**config.mk**
```make
export PLATFORM = sky130hd
export DESIGN_NAME = ignition_fault_monitor
export DESIGN_NICKNAME = d
export VERILOG_FILES = /design/src/core/ifm_pkg.sv /design/src/core/ignition_fault_monitor.sv
export VERILOG_INCLUDE_DIRS = /design/src /design/src/core
export SDC_FILE = /design/constraint.sdc
export NUM_CORES = 1
export LEC_CHECK = 0
export BUFFER_PORTS_ARGS = -buffer_cell sky130_fd_sc_hd__buf_2
export CAP_MARGIN = 10
export CORE_MARGIN = 2
export CORE_UTILIZATION = 50
export CTS_CLUSTER_SIZE = 16
export DETAILED_ROUTE_END_ITERATION = 8
export GPL_TIMING_DRIVEN = 1
export PLACE_DENSITY = 0.79
export RECOVER_POWER = 25
export SETUP_SLACK_MARGIN = 0.5
export SYNTH_ARGS = -nofsm -noshare
export SYNTH_HDL_FRONTEND = slang
export SYNTH_SLANG_ARGS = --single-unit
```
**constraint.sdc**
```tcl
create_clock -name pclk -period 7.9 [get_ports pclk]
set_clock_uncertainty 0.1 [all_clocks]
set_input_delay 1.185 -clock pclk [delete_from_list [all_inputs] [get_ports pclk]]
set_output_delay 1.185 -clock pclk [all_outputs]
set_load 0.005 [all_outputs]
```
**src/core/ifm_cfg.svh**
```systemverilog
// Register map, field positions, reset values and timing for the fault monitor
`ifndef IFM_CFG_SVH
`define IFM_CFG_SVH

// ****************************************
// Register offsets
// ****************************************
`define A_CTRL   8'h00
`define A_STAT   8'h04
`define A_MASK   8'h08
`define A_TEETH  8'h0C
`define A_OVSPD  8'h10
`define A_RSTRNG 8'h14
`define A_TOL    8'h18
`define A_ALARM  8'h1C
`define A_LIMIT  8'h20
`define A_STATE  8'h24
`define A_PERIOD 8'h28
`define A_COUNT  8'h2C

// ****************************************
// Fault bits of status, mask and latch
// ****************************************
`define F_OVSPD 0
`define F_CNT   1
`define F_MISS  2
`define F_CYC   3
`define F_RST   4
`define F_PER   5
`define F_ALARM 6
`define F_TEST  7
`define F_OERR  8
`define F_MISF  9
`define F_STOP  10
`define F_HV    11
`define F_ID    12
`define F_CUR   13
`define F_TEMP  14
`define F_OLIM  15
`define SD_CLASS 16'h147F

// ****************************************
// Control bits, pin vector positions
// ****************************************
`define C_TEST  0
`define C_ACK   1
`define C_OERR  2
`define AL_LO_EN 30
`define AL_HI_EN 31
`define E_TRG   0
`define E_CYC   1
`define E_RST   2
`define L_STOPN 0
`define L_HV    1
`define L_OSW   2
`define L_PRIM  3
`define L_CUR   4
`define L_ID    5

// ****************************************
// Reset values and timing
// ****************************************
`define TEETH_RST  16'h0010
`define OVSPD_RST  24'h000000
`define RSTRNG_RST 16'h0101
`define TOL_RST    3'h2
`define ALARM_RST  32'h0FFF0000
`define LIMIT_RST  32'h0FFF0FFF
`define LV_RST     6'h01
`define CLK_MHZ    20
`define STALL_MS   500

`endif

```
**src/core/ifm_pkg.sv**
```systemverilog
// Types shared by the ignition fault monitor
`default_nettype none

package ifm_pkg;

  typedef enum logic [1:0] {
    ENG_STOP,
    ENG_SEEK,
    ENG_SYNC
  } eng_t;

  typedef struct packed {
    logic [2:0]  ev1;
    logic [2:0]  ev2;
    logic [2:0]  ev3;
    logic [5:0]  lv1;
    logic [5:0]  lv2;
    logic        test;
    logic        oerr_sd;
    logic [15:0] stat;
    logic [15:0] mask;
    logic [15:0] sd;
    logic [15:0] teeth;
    logic [23:0] ovspd;
    logic [15:0] rstrng;
    logic [2:0]  tol;
    logic [31:0] alarm;
    logic [31:0] limit;
    logic [23:0] per_cnt;
    logic [23:0] prev_per;
    logic        prev_ok;
    logic [15:0] ev_cnt;
    logic [7:0]  rst_cnt;
    logic [7:0]  mis_cnt;
    eng_t        eng;
    logic        ign;
    logic        irq;
    logic        ready;
    logic        slverr;
    logic [31:0] rdata;
  } st_t;

endpackage : ifm_pkg

`default_nettype wire

```
**src/core/ignition_fault_monitor.sv**
```systemverilog
// Fault supervision of pickups, limits and output stage for an ignition controller
`include "ifm_cfg.svh"
`default_nettype none

module ignition_fault_monitor #(
  parameter int unsigned STALL_CYC = `STALL_MS * 1000 * `CLK_MHZ
) (
  // Clock and reset
  input  wire logic        pclk,
  input  wire logic        presetn,
  // APB slave
  input  wire logic        psel,
  input  wire logic        penable,
  input  wire logic        pwrite,
  input  wire logic [7:0]  paddr,
  input  wire logic [31:0] pwdata,
  output logic      [31:0] prdata,
  output logic             pready,
  output logic             pslverr,
  // Pickup pins
  input  wire logic        trig_in,
  input  wire logic        cam_in,
  input  wire logic        rst_pick_in,
  // Safety and output stage pins
  input  wire logic        stop_n_in,
  input  wire logic        hv_fault_in,
  input  wire logic        osw_fault_in,
  input  wire logic        prim_open_in,
  input  wire logic        cur_fault_in,
  input  wire logic        id_fault_in,
  // Measured values, same clock
  input  wire logic [11:0] temp_val,
  input  wire logic [11:0] out_val,
  input  wire logic [11:0] alarm_val,
  // Results
  output logic             ign_en,
  output logic             test_run,
  output logic             irq
);

  // ****************************************
  // Constants and helpers
  // ****************************************
  localparam logic [23:0] STALL_TOP = 24'(STALL_CYC - 1);

  function automatic logic out_rng(
    input logic [31:0] v,
    input logic [31:0] lo,
    input logic [31:0] hi
  );
    out_rng = (v < lo) || (v > hi);
  endfunction : out_rng

  function automatic logic [31:0] wide12(
    input logic [11:0] v
  );
    wide12 = {20'h00000, v};
  endfunction : wide12

  // A value equal to its limit is still allowed
  function automatic logic over_lim(
    input logic [11:0] v,
    input logic [11:0] lim
  );
    over_lim = (v > lim);
  endfunction : over_lim

  ifm_pkg::st_t st_r;
  ifm_pkg::st_t st_nxt;

  logic [2:0]  rise;
  logic [15:0] flt;
  logic [15:0] cnt;
  logic [7:0]  rcnt;
  logic [23:0] band;
  logic [24:0] hi_per;
  logic [11:0] a_lo;
  logic [11:0] a_hi;
  logic [11:0] t_lim;
  logic [11:0] o_lim;
  logic [11:0] a_lo_set;
  logic [11:0] a_hi_set;
  logic [7:0]  r_min;
  logic [7:0]  r_max;
  logic        stall;
  logic        setup;
  logic        we;
  logic        ack;
  logic [15:0] w1c;
  logic [15:0] sdc;

  // ****************************************
  // Next state
  // ****************************************
  always_comb begin
    st_nxt = st_r;
    flt    = '0;
    w1c    = '0;
    ack    = 1'b0;
    band   = '0;
    hi_per = '0;

    // Two flops before any logic looks at a pin
    st_nxt.ev1 = {rst_pick_in, cam_in, trig_in};
    st_nxt.ev2 = st_r.ev1;
    st_nxt.ev3 = st_r.ev2;
    st_nxt.lv1 = {id_fault_in, cur_fault_in, prim_open_in,
                  osw_fault_in, hv_fault_in, stop_n_in};
    st_nxt.lv2 = st_r.lv1;
    rise  = st_r.ev2 & ~st_r.ev3;
    cnt   = st_r.ev_cnt + {15'h0000, rise[`E_TRG]};
    rcnt  = st_r.rst_cnt + {7'h00, rise[`E_RST]};
    r_min = st_r.rstrng[7:0];
    r_max = st_r.rstrng[15:8];
    stall = 1'b0;

    // Event period measurement
    if (rise[`E_TRG]) begin
      st_nxt.per_cnt  = '0;
      st_nxt.prev_per = st_r.per_cnt;
      st_nxt.prev_ok  = (st_r.eng != ifm_pkg::ENG_STOP);
      if (st_r.prev_ok) begin
        band   = st_r.prev_per >> st_r.tol;
        hi_per = {1'b0, st_r.prev_per} + {1'b0, band};
        flt[`F_PER] = out_rng({8'h00, st_r.per_cnt},
                              {8'h00, st_r.prev_per - band},
                              {7'h00, hi_per});
        flt[`F_OVSPD] = (st_r.per_cnt < st_r.ovspd);
      end
    end else if (st_r.per_cnt == STALL_TOP) begin
      // Counter parks here, so a stopped engine never wraps into a speed
      stall          = 1'b1;
      st_nxt.prev_ok = 1'b0;
    end else begin
      st_nxt.per_cnt = st_r.per_cnt + 24'h000001;
    end

    // Engine cycle tracking
    case (st_r.eng)
      ifm_pkg::ENG_STOP: begin
        if (rise[`E_TRG]) begin
          st_nxt.eng = ifm_pkg::ENG_SEEK;
        end
      end
      ifm_pkg::ENG_SEEK: begin
        // Counts start only at the first marker; a partial cycle says nothing
        if (rise[`E_CYC]) begin
          st_nxt.eng     = ifm_pkg::ENG_SYNC;
          st_nxt.ev_cnt  = '0;
          st_nxt.rst_cnt = '0;
        end
      end
      ifm_pkg::ENG_SYNC: begin
        st_nxt.ev_cnt  = cnt;
        st_nxt.rst_cnt = rcnt;
        if (rise[`E_TRG] && (st_r.ev_cnt == st_r.teeth)) begin
          flt[`F_CYC] = 1'b1;
        end
        if (rise[`E_CYC]) begin
          flt[`F_CNT]  = (cnt != st_r.teeth);
          flt[`F_MISS] = (cnt < st_r.teeth);
          flt[`F_RST]  = out_rng({24'h000000, rcnt},
                                 {24'h000000, r_min},
                                 {24'h000000, r_max});
          st_nxt.ev_cnt  = '0;
          st_nxt.rst_cnt = '0;
        end
      end
      default: begin
        st_nxt.eng = ifm_pkg::ENG_STOP;
      end
    endcase
    if (stall) begin
      st_nxt.eng = ifm_pkg::ENG_STOP;
    end

    // Misfire count for runtime data, saturating
    if (rise[`E_TRG] && st_r.lv2[`L_PRIM] && (st_r.mis_cnt != 8'hFF)) begin
      st_nxt.mis_cnt = st_r.mis_cnt + 8'h01;
    end

    // ****************************************
    // Register writes
    // ****************************************
    setup = psel && !penable;
    we    = psel && penable && pwrite && st_r.ready;
    if (we) begin
      case (paddr)
        `A_CTRL: begin
          st_nxt.test    = pwdata[`C_TEST];
          st_nxt.oerr_sd = pwdata[`C_OERR];
          ack = pwdata[`C_ACK] && (st_r.eng == ifm_pkg::ENG_STOP);
        end
        `A_STAT: begin
          w1c = pwdata[15:0];
        end
        `A_MASK: begin
          st_nxt.mask = pwdata[15:0];
        end
        `A_TEETH: begin
          st_nxt.teeth = pwdata[15:0];
        end
        `A_OVSPD: begin
          st_nxt.ovspd = pwdata[23:0];
        end
        `A_RSTRNG: begin
          st_nxt.rstrng = pwdata[15:0];
        end
        `A_TOL: begin
          st_nxt.tol = pwdata[2:0];
        end
        `A_ALARM: begin
          st_nxt.alarm = pwdata;
        end
        `A_LIMIT: begin
          st_nxt.limit = pwdata;
        end
        default: begin
          st_nxt.test = st_nxt.test;
        end
      endcase
    end

    // ****************************************
    // Level faults
    // ****************************************
    // Bits 31 and 30 arm the upper and lower alarm limit
    t_lim    = st_r.limit[11:0];
    o_lim    = st_r.limit[27:16];
    a_lo_set = st_r.alarm[11:0];
    a_hi_set = st_r.alarm[27:16];
    a_lo = st_r.alarm[`AL_LO_EN] ? a_lo_set : 12'h000;
    a_hi = st_r.alarm[`AL_HI_EN] ? a_hi_set : 12'hFFF;
    flt[`F_ALARM] = out_rng(wide12(alarm_val), wide12(a_lo), wide12(a_hi));
    flt[`F_OERR] = st_r.lv2[`L_HV] || st_r.lv2[`L_OSW];
    flt[`F_MISF] = st_r.lv2[`L_PRIM];
    flt[`F_STOP] = !st_r.lv2[`L_STOPN];
    flt[`F_HV]   = st_r.lv2[`L_HV];
    flt[`F_ID]   = st_r.lv2[`L_ID];
    flt[`F_CUR]  = st_r.lv2[`L_CUR];
    flt[`F_TEMP] = over_lim(temp_val, t_lim);
    flt[`F_OLIM] = over_lim(out_val, o_lim);

    // Abort beats a start written in the same cycle
    if (st_nxt.test && (|rise)) begin
      flt[`F_TEST] = 1'b1;
      st_nxt.test  = 1'b0;
    end

    // ****************************************
    // Status, latch, outputs
    // ****************************************
    // A fault in the clearing cycle stays set
    st_nxt.stat = (st_r.stat & ~w1c) | flt;
    sdc = `SD_CLASS;
    if (st_r.oerr_sd) begin
      sdc[`F_OERR] = 1'b1;
    end
    st_nxt.sd  = (ack ? 16'h0000 : st_r.sd) | (flt & sdc);
    st_nxt.ign = (st_nxt.sd == 16'h0000);
    st_nxt.irq = |(st_nxt.stat & st_nxt.mask);

    // ****************************************
    // Read data, answered in the first access cycle
    // ****************************************
    st_nxt.ready  = setup;
    st_nxt.slverr = 1'b0;
    if (setup && !pwrite) begin
      case (paddr)
        `A_CTRL: begin
          st_nxt.rdata = {29'h00000000, st_r.oerr_sd, 1'b0, st_r.test};
        end
        `A_STAT: begin
          st_nxt.rdata = {16'h0000, st_r.stat};
        end
        `A_MASK: begin
          st_nxt.rdata = {16'h0000, st_r.mask};
        end
        `A_TEETH: begin
          st_nxt.rdata = {16'h0000, st_r.teeth};
        end
        `A_OVSPD: begin
          st_nxt.rdata = {8'h00, st_r.ovspd};
        end
        `A_RSTRNG: begin
          st_nxt.rdata = {16'h0000, st_r.rstrng};
        end
        `A_TOL: begin
          st_nxt.rdata = {29'h00000000, st_r.tol};
        end
        `A_ALARM: begin
          st_nxt.rdata = st_r.alarm;
        end
        `A_LIMIT: begin
          st_nxt.rdata = st_r.limit;
        end
        `A_STATE: begin
          st_nxt.rdata = {st_r.sd, 12'h000, st_r.eng, st_r.test, st_r.ign};
        end
        `A_PERIOD: begin
          st_nxt.rdata = {8'h00, st_r.prev_per};
        end
        `A_COUNT: begin
          st_nxt.rdata = {st_r.mis_cnt, st_r.rst_cnt, st_r.ev_cnt};
        end
        default: begin
          st_nxt.rdata  = 32'h00000000;
          st_nxt.slverr = 1'b1;
        end
      endcase
    end else if (setup) begin
      st_nxt.rdata  = 32'h00000000;
      st_nxt.slverr = !((paddr <= `A_COUNT) && (paddr[1:0] == 2'h0));
    end
  end

  // ****************************************
  // State register
  // ****************************************
  always_ff @(posedge pclk or negedge presetn) begin
    if (!presetn) begin
      st_r        <= '0;
      st_r.lv1    <= `LV_RST;
      st_r.lv2    <= `LV_RST;
      st_r.teeth  <= `TEETH_RST;
      st_r.ovspd  <= `OVSPD_RST;
      st_r.rstrng <= `RSTRNG_RST;
      st_r.tol    <= `TOL_RST;
      st_r.alarm  <= `ALARM_RST;
      st_r.limit  <= `LIMIT_RST;
    end else begin
      st_r <= st_nxt;
    end
  end

  assign prdata   = st_r.rdata;
  assign pready   = st_r.ready;
  assign pslverr  = st_r.slverr;
  assign ign_en   = st_r.ign;
  assign test_run = st_r.test;
  assign irq      = st_r.irq;

endmodule : ignition_fault_monitor

`default_nettype wire

```
==> flow_summary.toml <==
[run_status]
status = "finished, violations left"
failed_checks = "capacitance limit, slew limit"

[clock_network]
post_cts_buffers = 0
cts_buffers = 30
clock_latency_ns = 0.59
cts-root-buf = "clkbuf_16"
ctsHoldBuffers = 0
clockBufferDepth = 3
clkTransAtPathRegs_ns = 0.06
cts-resized-gates = 0
tritoncts = "built"
clock-sinks = 313
htreeDepth = 1

[worst_hold_path]
min_path_type = "reg -> reg"

[floorplan]
die_x_um = 207
die_h_um = 207
ioPinCount = 127
std_cell_rows = 74
initial_core_util_pct = 50.5
dieArea_um2 = 42700
core_um2 = 40600

[timing]
fmax_mhz = 153
rsz0062_at_grt = "no"
slew_headroom_pct = -79.7
hold_violations = 0
fin_crit_sh_pct = 82.5
period_needed_ns = 6.52
worst-slew-pin-transition_ns = 2.69
tns_ns = 0
drv_slew = 119
setup_viol = 0

[global_route]
globalRouteMet2Util_pct = 47.4
grt_pass1_wl_um = 95500
top_usage_layer = "met2"
overflow = 0
first_global_vias = 16801
grt_max_degree = 133
antenna_found_initial = 0
grt.met1_usage_pct = 37.2
met3_usage_pct = 4.98
track_usage_pct = 29.1

[route]
viasPerCell = 6.22
first_pass_iters = 7
routed_wl_um = 62200
drtIter0Drc = 1599
ant_nets = 0
routed-via-count = 16984
avgRoutedWirePerCell_um = 22.8
drc = 0

[cells_and_area]
layout_common_cells = "271 x dfrtp_1, 217 x nand2_1, 201 x ha_1, 142 x inv_1, 142 x mux2_2"
area_delta_synth_final_pct = 9.30
layout_commonest_cell = "dfrtp_1"
diodes = 0
layout.nets = 2467
drive_gt1_share_pct = 17.8

[synth]
postSynth.asyncResetShare_pct = 100
synth_nets = 2407
yosysWarningCount = 0
yosysSeqAreaShare_pct = 38.4
yosys_register_bits = 313
netlist_area_um2 = 20500
ys.flop_type = "dfrtp_1"
synth-edff-count = 0
syn_inst = 2114
avgSynthCellArea_um2 = 9.71
ys_types = 71

[pwr]
internal_power_uw = 3020
ir_worst_vdd_mv = 0.141
p_total_uw = 4400
switching_share_pct = 31.2
power_frac_comb_pct = 26.2
seqPwrFrac_pct = 40.0
switching_power_uw = 1370
power_leakage_uw = 0.0111
clockPowerShare_pct = 33.9
cellPowerDensity_nw_per_um2 = 196

[critical_path]
crit_fanout = 27
crit_type = "reg -> reg"
worst_setup_path_end_kind = "flip-flop"
crit_arrival_ns = 6.88
start_kind = "flip-flop"
required_ns = 8.26

[job]
maxCapViolCount = 3

[placement]
io_buffers = 126
gp_congestion = 1.01
dpl.hpwl_um = 47100
-- synth_stat cells (4+ instances only) --
| cell type | n | area, um2 |
|---|---|---|
| nor2b_1 | 33 | 206 |
| nor2_1 | 113 | 424 |
| mux2_2 | 142 | 1600 |
| buf_4 | 32 | 240 |
| and4_1 | 7 | 61.3 |
| a211o_1 | 5 | 43.8 |
| o21ai_0 | 114 | 571 |
| or4_1 | 5 | 37.5 |
| and2_1 | 12 | 75.1 |
| inv_1 | 141 | 529 |
| nand2_1 | 217 | 815 |
| a22o_1 | 23 | 201 |
| a21oi_1 | 88 | 440 |
| a211oi_1 | 23 | 173 |
| or3_1 | 11 | 68.8 |
| nor3_1 | 12 | 60.1 |
| o21a_1 | 18 | 135 |
| dfrtp_1 | 271 | 6780 |
| xor2_1 | 55 | 482 |
| a21o_1 | 61 | 458 |
| a31oi_1 | 8 | 50.1 |
| dfstp_2 | 42 | 1100 |
| o2111ai_1 | 4 | 35.0 |
| nand3b_1 | 6 | 45.0 |
| and3_1 | 23 | 144 |
| nand4_1 | 35 | 219 |
| a222oi_1 | 14 | 140 |
| a221oi_1 | 38 | 333 |
| o211ai_1 | 4 | 30.0 |
| buf_1 | 12 | 45.0 |
| xnor2_1 | 46 | 403 |
| nand3_1 | 41 | 205 |
| o21bai_1 | 6 | 45.0 |
| a22oi_1 | 51 | 383 |
| nor4_1 | 13 | 81.3 |
| o31ai_1 | 6 | 45.0 |
| mux2i_1 | 46 | 460 |
| nand2b_1 | 18 | 113 |
| ha_1 | 201 | 2510 |
| clkbuf_1 | 75 | 282 |
-- sequential cells by signal (all words and copies together) (netlist names) --
signal,cells
a_hi_set,12
a_lo_set,12
flt,4
ign_en,1
irq,1
o_lim,12
prdata,32
pready,1
pslverr,1
r_max,8
r_min,8
st_nxt,12
st_r,208
test_run,1
-- layer usage --
metal / wire (um) / part of all wire, %
met3: 4960 / 8.0
met5: 0 / 0
met2: 29000 / 47
met1: 24800 / 40
met4: 3420 / 5.5
-- cell type report --
cell class | instances | area, um2
Clock buffer | 46 | 892
Clock inverter | 9 | 124
Fill cell | 3505 | 18200
Inverter | 143 | 537
Multi-Input combinational cell | 1537 | 11500
Sequential cell | 313 | 7890
Tap cell | 532 | 666
Timing Repair Buffer | 149 | 801
-- stage by stage --
stage	cell area, um2	util, %	hold WS, ns	std cells	setup slack (ns)
6_report	22400	55.2	0.250	2729	1.38
5_1_grt	22400	55.2	0.254	2729	0.982
4_1_cts	22500	55.2	0.250	2729	1.54
3_5_place_dp	21400	52.7	0.237	2674	1.56
3_3_place_gp	21400	52.7	0.232	2674	1.80
2_1_floorplan	20500	-	0.231	2114	2.22
-- logic make-up (layout without fill, tap and decap cells) --
family / Yosys count / after routing / synth area share (%)
flops: 313 / 313 / 38.4
simple gates: 560 / 560 / 13.2
buf+inv: 264 / 347 / 5.45
xor+xnor: 101 / 101 / 4.31
fa+ha+maj: 203 / 203 / 12.4
compound gates: 483 / 483 / 15.9
mux: 190 / 190 / 10.3
-- worst max-delay path, stage by stage, from the launching register on --
cell	delay, ns
dfrtp_1	0.38
nand2b_1	0.07
clkbuf_1	1.08
inv_1	0.19
ha_1	0.29
and3_1	0.22
and4_1	0.25
and3_1	0.24
and3_1	0.24
and3_1	0.24
and3_1	0.23
xor2_1	0.15
ha_1	0.30
nand3_1	0.12
nor4_1	0.37
a41oi_1	0.42
a21oi_1	0.23
nand2_1	0.07
or4_1	0.44
or4_1	0.46
a2111oi_2	0.30
-- power by group through the flow --
stage	Combinational (uW)	Clock, uW	Sequential [uW]
2_1_floorplan	809	0	1750
3_3_place_gp	1090	0	1780
3_5_place_dp	1130	0	1780
4_1_cts	1140	1490	1750
5_1_grt	1280	1560	1760
6_report	1150	1490	1760
-- final timing paths --
check,from,slack (ns),depth (start not counted),endpoint
hold reg to reg,st_nxt[308]$_DFF_PN0_,0.25,0,st_nxt[305]$_DFF_PN0_
max in group asynchronous,presetn,5.54,2,a_lo_set[4]$_DFFE_PN0P_
min in group asynchronous,presetn,0.62,1,st_nxt[295]$_DFF_PN0_
setup / recovery,st_nxt[304]$_DFF_PN0_,1.38,20,ign_en$_DFF_PN0_
hold / removal,st_nxt[308]$_DFF_PN0_,0.25,0,st_nxt[305]$_DFF_PN0_
setup reg to reg,st_nxt[304]$_DFF_PN0_,1.38,20,ign_en$_DFF_PN0_
No activity file was read; power rests on OpenSTA's default activity.
